<file path="config.mk">
export PLATFORM = sky130hd
export DESIGN_NAME = cgp_top
export DESIGN_NICKNAME = d
export VERILOG_FILES = /design/src/verilog/cgp_pkg.sv /design/src/verilog/cgp_top.sv
export SDC_FILE = /design/constraint.sdc
export NUM_CORES = 1
export LEC_CHECK = 0
export BUFFER_PORTS_ARGS = -buffer_cell sky130_fd_sc_hd__clkbuf_2
export CAP_MARGIN = 20
export CORE_MARGIN = 3
export CORE_UTILIZATION = 54
export DETAILED_ROUTE_END_ITERATION = 16
export GPL_ROUTABILITY_DRIVEN = 0
export PLACE_DENSITY = 0.81
export REMOVE_ABC_BUFFERS = 1
export SLEW_MARGIN = 20
export SYNTH_ARGS = -nofsm -noshare
export SYNTH_HDL_FRONTEND = slang
export SYNTH_SLANG_ARGS = --single-unit
</file>
<file path="constraint.sdc">
create_clock -name hclk -period 3.4 [get_ports hclk]
set_clock_uncertainty 0.1 [all_clocks]
set_input_delay 0.68 -clock hclk [delete_from_list [all_inputs] [get_ports hclk]]
set_output_delay 0.68 -clock hclk [all_outputs]
set_load 0.03 [all_outputs]
</file>
<file path="src/verilog/cgp_pkg.sv">
// Constants, register map and mode encoding of the clock generator and PLL control
//
// Overview of operation
// - PLL mode multiplies oscillator clock by eight.
// - 2.5 MHz in gives 20 MHz or 2.5 MHz.
// - PLL select bit picks through or multiplied clock.
// - Select write while unlocked stores zero instead.
// - PLL control resets 01H; software keeps fixed bits.
// - Clock mode resets 0AH; write 0BH first.
// - Divider field gives fxx, /2, /4, /8.
// - CPU divider resets to 03H, slowest ratio.
// - Mode, divider, power-save writes need protection sequence.
// - Peripheral prescaler gives fxx down to fxx/2048.
// - CPU divided; timers fxx; watchdog fxx/512.
// - Stabilization timer counts settle then lockup time.
// - Idle stops CPU and peripheral clocks; oscillator, PLL, monitor, serial slave run.
// - Halt gates only the CPU clock.
// - Monitor detects oscillator stop; hi-Z, fail low.
// - Clock-fail low stays until reset.
// - Fail level reaches pin only when configured.
// - Wake mask clear allows interrupt wake-up.
// - Power save control resets to 00H.
// - Standby request bit enters standby; divider 03H first.
// - Stop-not-idle picks idle or stop with request.
// - After lockup start clock-through at fxx/8; code does so only after reset, stop wake-up keeps the select bit and divider.
package cgp_pkg;

  // Register indices; byte address is four times the index
  localparam logic [31:0] IDX_CLOCK_MODE_CONTROL = 32'hfffff822;
  localparam logic [31:0] IDX_CPU_CLOCK_DIVIDER = 32'hfffff828;
  localparam logic [31:0] IDX_PLL_CONTROL = 32'hfffff830;
  localparam logic [31:0] IDX_POWER_SAVE_CONTROL = 32'hfffff831;
  localparam logic [31:0] IDX_POWER_SAVE_MODE = 32'hfffff832;
  localparam logic [31:0] IDX_STAB_SELECT = 32'hfffff833;
  localparam logic [31:0] IDX_CLOCK_MONITOR_MODE = 32'hfffff834;
  localparam logic [31:0] IDX_WRITE_PROTECT_CMD = 32'hfffff835;
  localparam logic [31:0] IDX_CLOCK_STATUS = 32'hfffff836;

  // Byte addresses derived from the indices
  localparam logic [31:0] ADDR_CLOCK_MODE_CONTROL = {IDX_CLOCK_MODE_CONTROL[29:0], 2'h0};
  localparam logic [31:0] ADDR_CPU_CLOCK_DIVIDER = {IDX_CPU_CLOCK_DIVIDER[29:0], 2'h0};
  localparam logic [31:0] ADDR_PLL_CONTROL = {IDX_PLL_CONTROL[29:0], 2'h0};
  localparam logic [31:0] ADDR_POWER_SAVE_CONTROL = {IDX_POWER_SAVE_CONTROL[29:0], 2'h0};
  localparam logic [31:0] ADDR_POWER_SAVE_MODE = {IDX_POWER_SAVE_MODE[29:0], 2'h0};
  localparam logic [31:0] ADDR_STAB_SELECT = {IDX_STAB_SELECT[29:0], 2'h0};
  localparam logic [31:0] ADDR_CLOCK_MONITOR_MODE = {IDX_CLOCK_MONITOR_MODE[29:0], 2'h0};
  localparam logic [31:0] ADDR_WRITE_PROTECT_CMD = {IDX_WRITE_PROTECT_CMD[29:0], 2'h0};
  localparam logic [31:0] ADDR_CLOCK_STATUS = {IDX_CLOCK_STATUS[29:0], 2'h0};

  // Values after reset
  localparam logic [7:0] RST_CLOCK_MODE_CONTROL = 8'h0a;
  localparam logic [7:0] RST_CPU_CLOCK_DIVIDER = 8'h03;
  localparam logic [7:0] RST_PLL_CONTROL = 8'h01;
  localparam logic [7:0] RST_POWER_SAVE_CONTROL = 8'h00;
  localparam logic [7:0] RST_POWER_SAVE_MODE = 8'h00;
  localparam logic [2:0] RST_STAB_SELECT = 3'h6;

  // Fixed bits of the clock mode control register
  localparam logic [7:0] CKC_FIXED_BITS = 8'h08;

  // Field positions
  localparam int PLL_ON_BIT = 0;
  localparam int PLL_SELECT_BIT = 1;
  localparam int STANDBY_REQ_BIT = 1;
  localparam int IRQ_WAKE_MASK_BIT = 4;
  localparam int STOP_NOT_IDLE_BIT = 0;
  localparam int CLOCK_MONITOR_EN_BIT = 0;

  // Stabilization select: lowest and highest legal codes
  localparam logic [2:0] STAB_SEL_MIN = 3'h4;
  localparam logic [2:0] STAB_SEL_MAX = 3'h6;

  // Monitor oscillator edges without an oscillator edge before failing
  localparam logic [2:0] MON_LIMIT = 3'h4;

  // Prescaler width and taps
  localparam int PRESCALE_W = 11;
  localparam int PERIPH_TAPS = 12;
  localparam int WDT_TAP = 9;

  // Operating modes, Gray coded along stabilize, run, idle, stop
  typedef enum logic [1:0] {
    CGP_STAB = 2'b00,
    CGP_RUN = 2'b01,
    CGP_IDLE = 2'b11,
    CGP_STOP = 2'b10
  } cgp_mode_t;

endpackage

</file>
<file path="src/verilog/cgp_top.sv">
// Clock generator with PLL select, dividers, standby control and clock monitor
`timescale 1ns/10ps
module cgp_top #(
  parameter int unsigned STAB_BASE_COUNT = 16384 // Oscillator edges for shortest stabilization, 2^14
) (
  input wire logic hclk, // 20 MHz system clock (fxx source)
  input wire logic hresetn, // Async active-low reset
  input wire logic hsel,
  input wire logic [31:0] haddr,
  input wire logic [1:0] htrans,
  input wire logic hwrite,
  input wire logic [2:0] hsize,
  input wire logic [31:0] hwdata,
  input wire logic hready,
  output logic hreadyout,
  output logic hresp,
  output logic [31:0] hrdata,
  input wire logic osc_clock, // Oscillator pin level
  input wire logic int_osc_clock, // Internal monitor oscillator level
  input wire logic halt_req, // CPU halt request, level
  input wire logic maskable_irq, // Any pending maskable interrupt
  input wire logic port1_bit6_is_port_out, // Pin set as output port
  input wire logic port1_bit6_is_timer_q_out0, // Pin set as timer Q channel 0 output
  output logic fxx_en, // System clock enable
  output logic cpu_clk_en, // CPU clock enable
  output logic fclk_en, // Internal system clock enable
  output logic timer_clk_en, // Timer and converter clock enable
  output logic wdt_clk_en, // Watchdog clock enable
  output logic [cgp_pkg::PERIPH_TAPS-1:0] periph_tick, // Peripheral taps fxx/2^k
  output logic sync_serial_slave_en, // Serial port slave may run
  output logic osc_enable, // Oscillator running
  output logic pll_enable, // PLL running
  output logic pll_locked, // PLL lock indication
  output logic sys_ready, // CPU reset release
  output logic motor_hiz, // Motor timer outputs to high impedance
  output logic clock_fail_out_n // Clock-fail pin level, active low
);
  import cgp_pkg::*;

  // Whole state of the block
  typedef struct packed {
    logic [2:0] osc_sync; // Oscillator synchroniser
    logic [2:0] iosc_sync; // Monitor oscillator synchroniser
    logic osc_lvl; // Accepted oscillator level
    logic iosc_lvl; // Accepted monitor level
    logic ph_valid; // Data phase pending
    logic ph_write; // Pending transfer is a write
    logic [31:0] ph_addr; // Pending address
    logic [31:0] hrdata; // Read data
    logic prot_armed; // Command register just written
    logic [1:0] clock_mode_control; // Clock mode variable bits
    logic [1:0] cpu_clock_divider; // CPU divider field
    logic pll_on; // PLL control bit 0
    logic pll_select_bit; // PLL select bit
    logic stb; // Standby request
    logic irq_wake_mask; // Interrupt wake mask
    logic psm_stop; // Stop-not-idle
    logic [2:0] stab_sel; // Stabilization select
    logic clm_en; // Clock monitor enable
    cgp_mode_t mode; // Operating mode
    logic [17:0] stab_cnt; // Stabilization counter
    logic pll_run; // PLL started
    logic locked; // PLL locked
    logic ready; // CPU released
    logic fail; // Oscillator stop seen
    logic [2:0] mon_cnt; // Monitor edges since last osc edge
    logic [PRESCALE_W-1:0] pre_cnt; // Peripheral prescaler
    logic [2:0] cpu_cnt; // CPU divider counter
    logic fail_pin_n; // Registered clock-fail pin
  } cgp_state_t;

  cgp_state_t state_reg;
  cgp_state_t state_next;

  // Stabilization length for a select code
  function automatic logic [17:0] stab_target(input logic [2:0] sel);
    logic [2:0] eff;
    eff = (sel >= STAB_SEL_MIN && sel <= STAB_SEL_MAX) ? sel : STAB_SEL_MAX;
    return 18'(STAB_BASE_COUNT) << (eff - STAB_SEL_MIN);
  endfunction

  // Tick when the low k counter bits are all one
  function automatic logic tap_hit(input logic [PRESCALE_W-1:0] cnt, input int k);
    logic [PRESCALE_W:0] mask;
    mask = (12'(1) << k) - 12'(1);
    return ({1'b0, cnt} & mask) == mask;
  endfunction

  // Read data for a register address
  function automatic logic [31:0] read_mux(input cgp_state_t s, input logic [31:0] a);
    logic [7:0] v;
    v = 8'h00;
    case (a)
      ADDR_CLOCK_MODE_CONTROL: v = CKC_FIXED_BITS | {6'h00, s.clock_mode_control};
      ADDR_CPU_CLOCK_DIVIDER: v = {6'h00, s.cpu_clock_divider};
      ADDR_PLL_CONTROL: v = {6'h00, s.pll_select_bit, s.pll_on};
      ADDR_POWER_SAVE_CONTROL: v = {3'h0, s.irq_wake_mask, 2'h0, s.stb, 1'b0};
      ADDR_POWER_SAVE_MODE: v = {7'h00, s.psm_stop};
      ADDR_STAB_SELECT: v = {5'h00, s.stab_sel};
      ADDR_CLOCK_MONITOR_MODE: v = {7'h00, s.clm_en};
      ADDR_CLOCK_STATUS: v = {2'h0, s.mode, s.fail, s.locked, s.pll_run, s.ready};
      default: v = 8'h00;
    endcase
    return {24'h000000, v};
  endfunction

  logic osc_rise; // Accepted oscillator rising edge
  logic iosc_rise; // Accepted monitor rising edge
  logic running; // Clocks to logic allowed
  logic cpu_hit; // CPU divider tick
  logic wr_go; // Write data phase now
  logic prot_ok; // Protected write allowed
  logic bus_take; // Address phase taken
  logic [7:0] wd; // Write data byte

  // Edge detection on filtered pin levels
  always_comb begin
    osc_rise = (state_reg.osc_sync[1] == state_reg.osc_sync[2]) && state_reg.osc_sync[2] && !state_reg.osc_lvl;
    iosc_rise = (state_reg.iosc_sync[1] == state_reg.iosc_sync[2]) && state_reg.iosc_sync[2]
      && !state_reg.iosc_lvl;
  end

  // Clock enables derived from mode and dividers
  always_comb begin
    running = state_reg.ready && (state_reg.mode == CGP_RUN);
    // Multiplied clock each cycle, or one per oscillator edge
    if (!state_reg.pll_run || state_reg.mode == CGP_STOP) begin
      fxx_en = 1'b0;
    end else if (state_reg.pll_select_bit) begin
      fxx_en = 1'b1;
    end else begin
      fxx_en = osc_rise;
    end
    cpu_hit = tap_hit({8'h00, state_reg.cpu_cnt}, int'(state_reg.cpu_clock_divider));
    fclk_en = fxx_en && running && cpu_hit;
    cpu_clk_en = fclk_en && !halt_req;
    for (int k = 0; k < PERIPH_TAPS; k++) begin
      periph_tick[k] = fxx_en && running && tap_hit(state_reg.pre_cnt, k);
    end
    timer_clk_en = periph_tick[0];
    wdt_clk_en = periph_tick[WDT_TAP];
    sync_serial_slave_en = state_reg.ready && (state_reg.mode != CGP_STOP);
    osc_enable = (state_reg.mode != CGP_STOP);
    pll_enable = state_reg.pll_run && state_reg.pll_on;
    pll_locked = state_reg.locked;
    sys_ready = state_reg.ready;
    motor_hiz = state_reg.fail;
    clock_fail_out_n = state_reg.fail_pin_n;
    hreadyout = 1'b1;
    hresp = 1'b0;
    hrdata = state_reg.hrdata;
  end

  // Next-state logic for bus, registers, modes and monitor
  always_comb begin
    state_next = state_reg;
    // Pin synchronisers; accepted level moves when stages two and three agree
    state_next.osc_sync = {state_reg.osc_sync[1:0], osc_clock};
    state_next.iosc_sync = {state_reg.iosc_sync[1:0], int_osc_clock};
    if (state_reg.osc_sync[1] == state_reg.osc_sync[2]) begin
      state_next.osc_lvl = state_reg.osc_sync[2];
    end
    if (state_reg.iosc_sync[1] == state_reg.iosc_sync[2]) begin
      state_next.iosc_lvl = state_reg.iosc_sync[2];
    end
    // Dividers advance on each system clock enable
    if (fxx_en) begin
      state_next.pre_cnt = state_reg.pre_cnt + PRESCALE_W'(1);
      state_next.cpu_cnt = state_reg.cpu_cnt + 3'h1;
    end

    // Data phase: writes land now
    wr_go = state_reg.ph_valid && state_reg.ph_write;
    wd = hwdata[7:0];
    prot_ok = state_reg.prot_armed;
    if (state_reg.ph_valid) begin
      // Any finished transfer other than a command write disarms
      state_next.prot_armed = wr_go && (state_reg.ph_addr == ADDR_WRITE_PROTECT_CMD);
    end
    if (wr_go) begin
      case (state_reg.ph_addr)
        ADDR_CLOCK_MODE_CONTROL: begin
          if (prot_ok) begin
            state_next.clock_mode_control = wd[1:0];
          end
        end
        ADDR_CPU_CLOCK_DIVIDER: begin
          if (prot_ok) begin
            state_next.cpu_clock_divider = wd[1:0];
          end
        end
        ADDR_PLL_CONTROL: begin
          state_next.pll_on = wd[PLL_ON_BIT];
          state_next.pll_select_bit = wd[PLL_SELECT_BIT] && state_reg.locked;
        end
        ADDR_POWER_SAVE_CONTROL: begin
          if (prot_ok) begin
            state_next.irq_wake_mask = wd[IRQ_WAKE_MASK_BIT];
            state_next.stb = wd[STANDBY_REQ_BIT];
            if (wd[STANDBY_REQ_BIT] && state_reg.mode == CGP_RUN) begin
              state_next.mode = state_reg.psm_stop ? CGP_STOP : CGP_IDLE;
            end
          end
        end
        ADDR_POWER_SAVE_MODE: begin
          state_next.psm_stop = wd[STOP_NOT_IDLE_BIT];
        end
        ADDR_STAB_SELECT: begin
          state_next.stab_sel = wd[2:0];
        end
        ADDR_CLOCK_MONITOR_MODE: begin
          if (prot_ok) begin
            // Enable can only be set; reset alone clears it
            state_next.clm_en = state_reg.clm_en | wd[CLOCK_MONITOR_EN_BIT];
          end
        end
        default: begin
          // Command and unmapped writes store nothing
        end
      endcase
    end

    // Address phase: capture and prepare read data
    bus_take = hsel && htrans[1] && hready;
    state_next.ph_valid = bus_take;
    if (bus_take) begin
      state_next.ph_write = hwrite;
      state_next.ph_addr = haddr;
      if (!hwrite) begin
        state_next.hrdata = read_mux(state_reg, haddr);
      end
    end

    // Mode sequencing
    case (state_reg.mode)
      CGP_STAB: begin
        // Settle time first, then PLL lockup over the second half
        if (osc_rise) begin
          state_next.stab_cnt = state_reg.stab_cnt + 18'h1;
          if (state_reg.stab_cnt + 18'h1 == (stab_target(state_reg.stab_sel) >> 1)) begin
            state_next.pll_run = 1'b1;
          end
          if (state_reg.stab_cnt + 18'h1 == stab_target(state_reg.stab_sel)) begin
            state_next.locked = 1'b1;
            state_next.ready = 1'b1;
            state_next.mode = CGP_RUN;
            state_next.stab_cnt = 18'h0;
          end
        end
      end
      CGP_RUN: begin
        // Entry to standby is handled by the register write
      end
      CGP_IDLE: begin
        if (maskable_irq && !state_reg.irq_wake_mask) begin
          state_next.mode = CGP_RUN;
          state_next.stb = 1'b0;
        end
      end
      CGP_STOP: begin
        state_next.locked = 1'b0;
        state_next.pll_run = 1'b0;
        state_next.stab_cnt = 18'h0;
        if (maskable_irq && !state_reg.irq_wake_mask) begin
          state_next.mode = CGP_STAB;
          state_next.stb = 1'b0;
        end
      end
      default: begin
        state_next.mode = CGP_STAB;
      end
    endcase

    // Clock monitor: forced off while stabilizing or stopped
    if (state_reg.clm_en && (state_reg.mode == CGP_RUN || state_reg.mode == CGP_IDLE)) begin
      if (osc_rise) begin
        state_next.mon_cnt = 3'h0;
      end else if (iosc_rise) begin
        state_next.mon_cnt = state_reg.mon_cnt + 3'h1;
        if (state_reg.mon_cnt + 3'h1 >= MON_LIMIT) begin
          state_next.fail = 1'b1;
        end
      end
    end else begin
      state_next.mon_cnt = 3'h0;
    end
    state_next.fail_pin_n = !(state_reg.fail && (port1_bit6_is_port_out || port1_bit6_is_timer_q_out0));
  end

  // State register
  always_ff @(posedge hclk or negedge hresetn) begin
    if (!hresetn) begin
      state_reg <= '0;
      state_reg.clock_mode_control <= RST_CLOCK_MODE_CONTROL[1:0];
      state_reg.cpu_clock_divider <= RST_CPU_CLOCK_DIVIDER[1:0];
      state_reg.pll_on <= RST_PLL_CONTROL[PLL_ON_BIT];
      state_reg.pll_select_bit <= RST_PLL_CONTROL[PLL_SELECT_BIT];
      state_reg.stb <= RST_POWER_SAVE_CONTROL[STANDBY_REQ_BIT];
      state_reg.irq_wake_mask <= RST_POWER_SAVE_CONTROL[IRQ_WAKE_MASK_BIT];
      state_reg.psm_stop <= RST_POWER_SAVE_MODE[STOP_NOT_IDLE_BIT];
      state_reg.stab_sel <= RST_STAB_SELECT;
      state_reg.mode <= CGP_STAB;
      state_reg.fail_pin_n <= 1'b1;
    end else begin
      state_reg <= state_next;
    end
  end
endmodule

</file>
==> results.json, run 1 <==
{
  "synthTopCellsByCount": "dfrtp_1, nand2_1, mux2_2",
  "ys_ff_latch": 104,
  "setup_violations": 0,
  "num_rows": 36,
  "slowest_stage": "nor4_2",
  "cts_buffer_depth": 2,
  "drc_errors": 0,
  "cts_buffers": 9,
  "syn_area_sq_um": 5550,
  "fmax_mhz": 314,
  "slowest_delay_ps": 570,
  "synth_top_cell_area_share": 0.437,
  "fin_util": 0.621,
  "ys_top_cells_by_area": "dfrtp_1, mux2_2, buf_4",
  "die_h_um": 107,
  "ant_nets": 0,
  "worstPathArrival_ps": 3350,
  "clock_latency_ps": 380,
  "area_delta_synth_final_pct": 10.2,
  "rsz0062_at_grt": "false",
  "hold_viol_final": 0,
  "antenna_cells": 0,
  "antenna_found_initial": 0,
  "layout.nets": 698,
  "status": "finished, final reports clean",
  "switching_share": 0.287,
  "htree_levels": 3,
  "slew-limit-headroom": 0.322,
  "dr.pass1.iters": 5,
  "die_w_um": 107,
  "synth_top_family_by_area": "simple AND/OR/NAND/NOR gates",
  "intPower_mw": 1.74,
  "synth_mux_area_frac": 0.0982,
  "fin_crit_ps": 3190,
  "maxUsedRoutingLayer": "met4",
  "hp-start": "state_next[128]",
  "tightest_slew_ps": 1010,
  "ys.flop_type": "dfrtp_1",
  "cap_violations": 0,
  "synthAdderAreaFrac": 0.0203,
  "cts_resized": 0,
  "syn-mean-instance-area_sq_um": 10.2,
  "postCtsSetupRepairBufs": 0,
  "drt_iter0_markers": 276,
  "track_usage": 0.207,
  "start_util": 0.563,
  "route.met2.wl_um": 5380,
  "post_drt_wl_per_cell_um": 15.4,
  "postCtsHoldBufs": 0,
  "tns_ps": 0,
  "yosysWarnings": 0,
  "path_class": "reg -> reg",
  "synthMostInstantiatedCell": "dfrtp_1",
  "largest_reg_flops": 89,
  "synth_xor_area_frac": 0.0387,
  "syn_inst": 546,
  "io_buffer_count": 77,
  "comb_power_share": 0.101,
  "pwr-share-clk": 0.330,
  "ir_worst_vdd_v": 0.000247,
  "globalRouteOverflowTotal": 0,
  "worstPathCellList": "or4b_1 -> or4_1 -> nor4_2 -> nor3b_2 -> nand4_1 -> mux2_1",
  "powerDensity_nw_per_um2": 398,
  "holdWs_ps": 260,
  "clock_sinks": 104,
  "ys_seq_area_frac": 0.470,
  "vias_per_cell": 5.56,
  "grt_pass1_wl_um": 19300,
  "grt_pass1_vias": 3962,
  "core_sq_um": 9860,
  "synthSimpleGateAreaFrac": 0.201,
  "final.period_utilization": 0.938,
  "hold_path_class": "reg -> reg",
  "worstSetupStartpoint": "state_reg[96]",
  "leakagePower_nw": 2.88,
  "synth_compound_area_frac": 0.0939,
  "p_seq_frac": 0.569,
  "synth_edf_count": 0,
  "cts_tree": "done",
  "layout-drive-gt1-share": 0.251,
  "dieArea_sq_um": 11500,
  "start_kind": "register",
  "synth_area_leader_cell": "dfrtp_1",
  "drv_slew": 0,
  "hpwlAfterDp_um": 8670,
  "drt-met1-wl_um": 5170,
  "synth_cell_types": 61,
  "clockRootBuffer": "clkbuf_8",
  "power_switching_mw": 0.699,
  "worstPathMaxFanout": 5,
  "grt_max_degree": 63,
  "path_clk_slew_ps": 120,
  "num_vias": 4154,
  "finalWirelength_um": 11500,
  "r2r-start": "state_reg[96]",
  "met3_length_um": 808,
  "synth-async-reset-ratio": 1.00,
  "cp-end-kind": "register",
  "critPathRequiredTime_ps": 3570,
  "num_io_pins": 138
}
[logic make-up after synthesis]
logic type,Yosys count
xor gates and xnor gates,23
adders and majority gates,9
and+or+nand+nor,208
buffers and inverters,74
other,2
DFF,104
muxes,49
AOI/OAI and AO/OA,77
[cells in the final DEF, fill, tap and decap left out, types with 5 or more instances in the layout]
master and n:
nand4b_1 5, conb_1 28, ha_1 9, nor4_1 7, nand2b_1 7, buf_4 6, clkbuf_8 9, xnor2_1 13
dfstp_2 7, dfrtp_1 97, and3_1 15, nand3_1 18, o21ai_0 16, inv_1 16, nand2_1 64, mux2i_1 5
mux2_2 38, nor2b_1 7, clkbuf_2 76, mux2_1 6, xor2_1 9, nor2_1 28, o31ai_1 10, a21oi_1 15
and2_1 12, nor3_1 8, nand4_1 16
[stage by stage]
| stage | cells | cell area [sq um] | total power, mW | worst slack, ps |
|---|---|---|---|---|
| 2_1_floorplan | 515 | 5290 | 1.55 | -796 |
| 3_3_place_gp | 731 | 5900 | 1.64 | 373 |
| 3_5_place_dp | 731 | 5900 | 1.66 | 279 |
| 4_1_cts | 747 | 6120 | 2.45 | 222 |
| 5_1_grt | 747 | 6120 | 2.54 | 11.9 |
| 6_report | 747 | 6120 | 2.43 | 211 |
[metal layers]
metal,global-route usage,up-vias
met5,0,-
li1,-,2001
met4,0.0532,0
met2,0.322,136
met3,0.0576,16
met1,0.287,2001
[cell type report]
class,instances,area (sq um)
clock buffers,9,124
clock inverters,7,93.8
fillers,802,3740
inverters,17,63.8
multi-input cells,394,2620
flip-flops and latches,104,2610
well taps,133,166
repair buffers,83,445
[worst max-delay path, delay by kind of cell, from the launching register on]
family,cells,cell delay [ps]
DFF,1,390
muxes,1,380
and+or+nand+nor,5,2200
[final timing paths]
| check | endpoint | slack (ps) | depth (start not counted) |
|---|---|---|---|
| worst max-delay path | state_reg[43] | 210 | 6 |
| worst min-delay path | state_next[129] | 260 | 0 |
| worst max register to register | state_reg[43] | 210 | 6 |
| worst min register to register | state_next[129] | 260 | 0 |
| max in group asynchronous | state_reg[39] | 2220 | 2 |
| min in group asynchronous | state_reg[34] | 280 | 1 |
[power groups by stage]
stage	combinational [mW]	sequential, mW	clock [mW]
2_1_floorplan	0.162	1.39	0
3_3_place_gp	0.235	1.40	0
3_5_place_dp	0.247	1.41	0
4_1_cts	0.248	1.38	0.819
5_1_grt	0.271	1.40	0.876
6_report	0.245	1.39	0.804
Note: power is estimated with default switching activity, not from simulation.
==> run 2: changes to the inputs <==
Settings changed: CORE_MARGIN 3 to 10, CTS_CLUSTER_DIAMETER set to 120, RECOVER_POWER set to 25.
==> results.json, run 2 (same netlist as run 1, synthesis figures left out) <==
{
  "cp-end-kind": "register",
  "antenna_found_initial": 0,
  "layout-drive-gt1-share": 0.253,
  "cts_tree": "done",
  "io_buffer_count": 77,
  "dr.pass1.iters": 5,
  "core_sq_um": 9910,
  "tns_ps": 0,
  "layout.nets": 700,
  "track_usage": 0.167,
  "hold_path_class": "reg -> reg",
  "die_w_um": 121,
  "r2r-start": "state_reg[26]",
  "vias_per_cell": 5.61,
  "ant_nets": 0,
  "fin_crit_ps": 3160,
  "num_io_pins": 138,
  "fmax_mhz": 317,
  "drt_iter0_markers": 270,
  "cts_buffer_depth": 2,
  "setup_ws_ps": 244,
  "cts_buffers": 9,
  "clock_latency_ps": 380,
  "worstPathArrival_ps": 3320,
  "drv_slew": 0,
  "post_drt_wl_per_cell_um": 16.6,
  "largest_reg_flops": 89,
  "status": "finished, final reports clean",
  "rsz0062_at_grt": "false",
  "final_cell_mix": "dfrtp_1, clkbuf_2, nand2_1, mux2_2",
  "num_vias": 4199,
  "clockRootBuffer": "clkbuf_8",
  "slew-limit-headroom": 0.0413,
  "instances_no_fill": 749,
  "num_rows": 36,
  "powerDensity_nw_per_um2": 394,
  "final.period_utilization": 0.928,
  "antenna_cells": 0,
  "start_kind": "register",
  "place_ws_ps": 300,
  "postCtsHoldBufs": 0,
  "path_class": "reg -> reg",
  "grt_pass1_vias": 4148,
  "dp_cells": 733,
  "start_util": 0.560,
  "multi_input_area_sq_um": 2620,
  "path_clk_slew_ps": 110,
  "dieArea_sq_um": 14700,
  "worstSetupStartpoint": "state_reg[26]",
  "drc_errors": 0,
  "grt_pass1_wl_um": 20300,
  "leakagePower_nw": 2.88,
  "finalWirelength_um": 12400,
  "clock_sinks": 104,
  "die_h_um": 121,
  "design_power_total_mw": 2.41,
  "critPathRequiredTime_ps": 3570,
  "postCtsSetupRepairBufs": 0,
  "ir_worst_vdd_v": 0.000252,
  "globalRouteOverflowTotal": 0,
  "hp-start": "state_next[128]",
  "seqCellArea_sq_um": 2610,
  "n_fill_cell": 845,
  "hold_viol_final": 0,
  "setup_violations": 0,
  "area_delta_synth_final_pct": 10.2,
  "grt_max_degree": 59,
  "cap_violations": 0,
  "cts_resized": 0,
  "final_common_cell": "dfrtp_1",
  "worstPathMaxFanout": 12,
  "holdWs_ps": 257,
  "tightest_slew_ps": 1440,
  "hpwlAfterDp_um": 9370,
  "htree_levels": 3
}
-- run 2: changes by cell type in the layout (fill, tap and decap cells not counted), sizes merged --
cell      before  now
clkinv         5    6
buf            7    8
clkinvlp       0    1
inv           19   17
clkbuf        85   86
-- run 2: path summary, 6_finish.rpt --
kind / end / slack, ps / cells past startpoint
setup / recovery: state_reg[23] / 240 / 7
hold / removal: state_next[129] / 260 / 0
setup reg to reg: state_reg[23] / 240 / 7
hold reg to reg: state_next[129] / 260 / 0
max in group asynchronous: hrdata[2] / 1590 / 2
min in group asynchronous: state_reg[32] / 530 / 1
-- run 2: layer usage --
layer,wire (um),GRT usage
met2,5750,0.265
met4,149,0.0492
met3,1060,0.0465
met1,5450,0.217
met5,0,0
-- run 2: final cells by class --
cell class / count / area share
Tap cell: 133 / 0.0272
Sequential cell: 104 / 0.427
Clock buffer: 9 / 0.0202
Multi-Input combinational cell: 394 / 0.428
Inverter: 17 / 0.0104
Clock inverter: 7 / 0.0147
Timing Repair Buffer: 85 / 0.0728
-- run 2: metrics by stage --
stage	util	instance area (sq um)
final	0.617	6120
after global routing	0.617	6120
after CTS	0.618	6120
after detailed placement	0.596	5910
after global placement	0.596	5910
after floorplan	-	5290
-- run 2: power by group --
| group | internal, mW | leakage, nW | switching, mW | total [mW] |
|---|---|---|---|---|
| logic | 0.107 | 1.46 | 0.137 | 0.244 |
| clock network | 0.294 | 0.101 | 0.487 | 0.781 |
| registers | 1.33 | 1.33 | 0.0579 | 1.38 |
-- run 2: critical path: stages (launching register included) --
cell and delay [ps]:
dfrtp_1 560, nand3_2 180, or4_1 580, o31a_1 310, or4_4 450, a2111oi_4 500, nor2_1 150, a22o_1 210
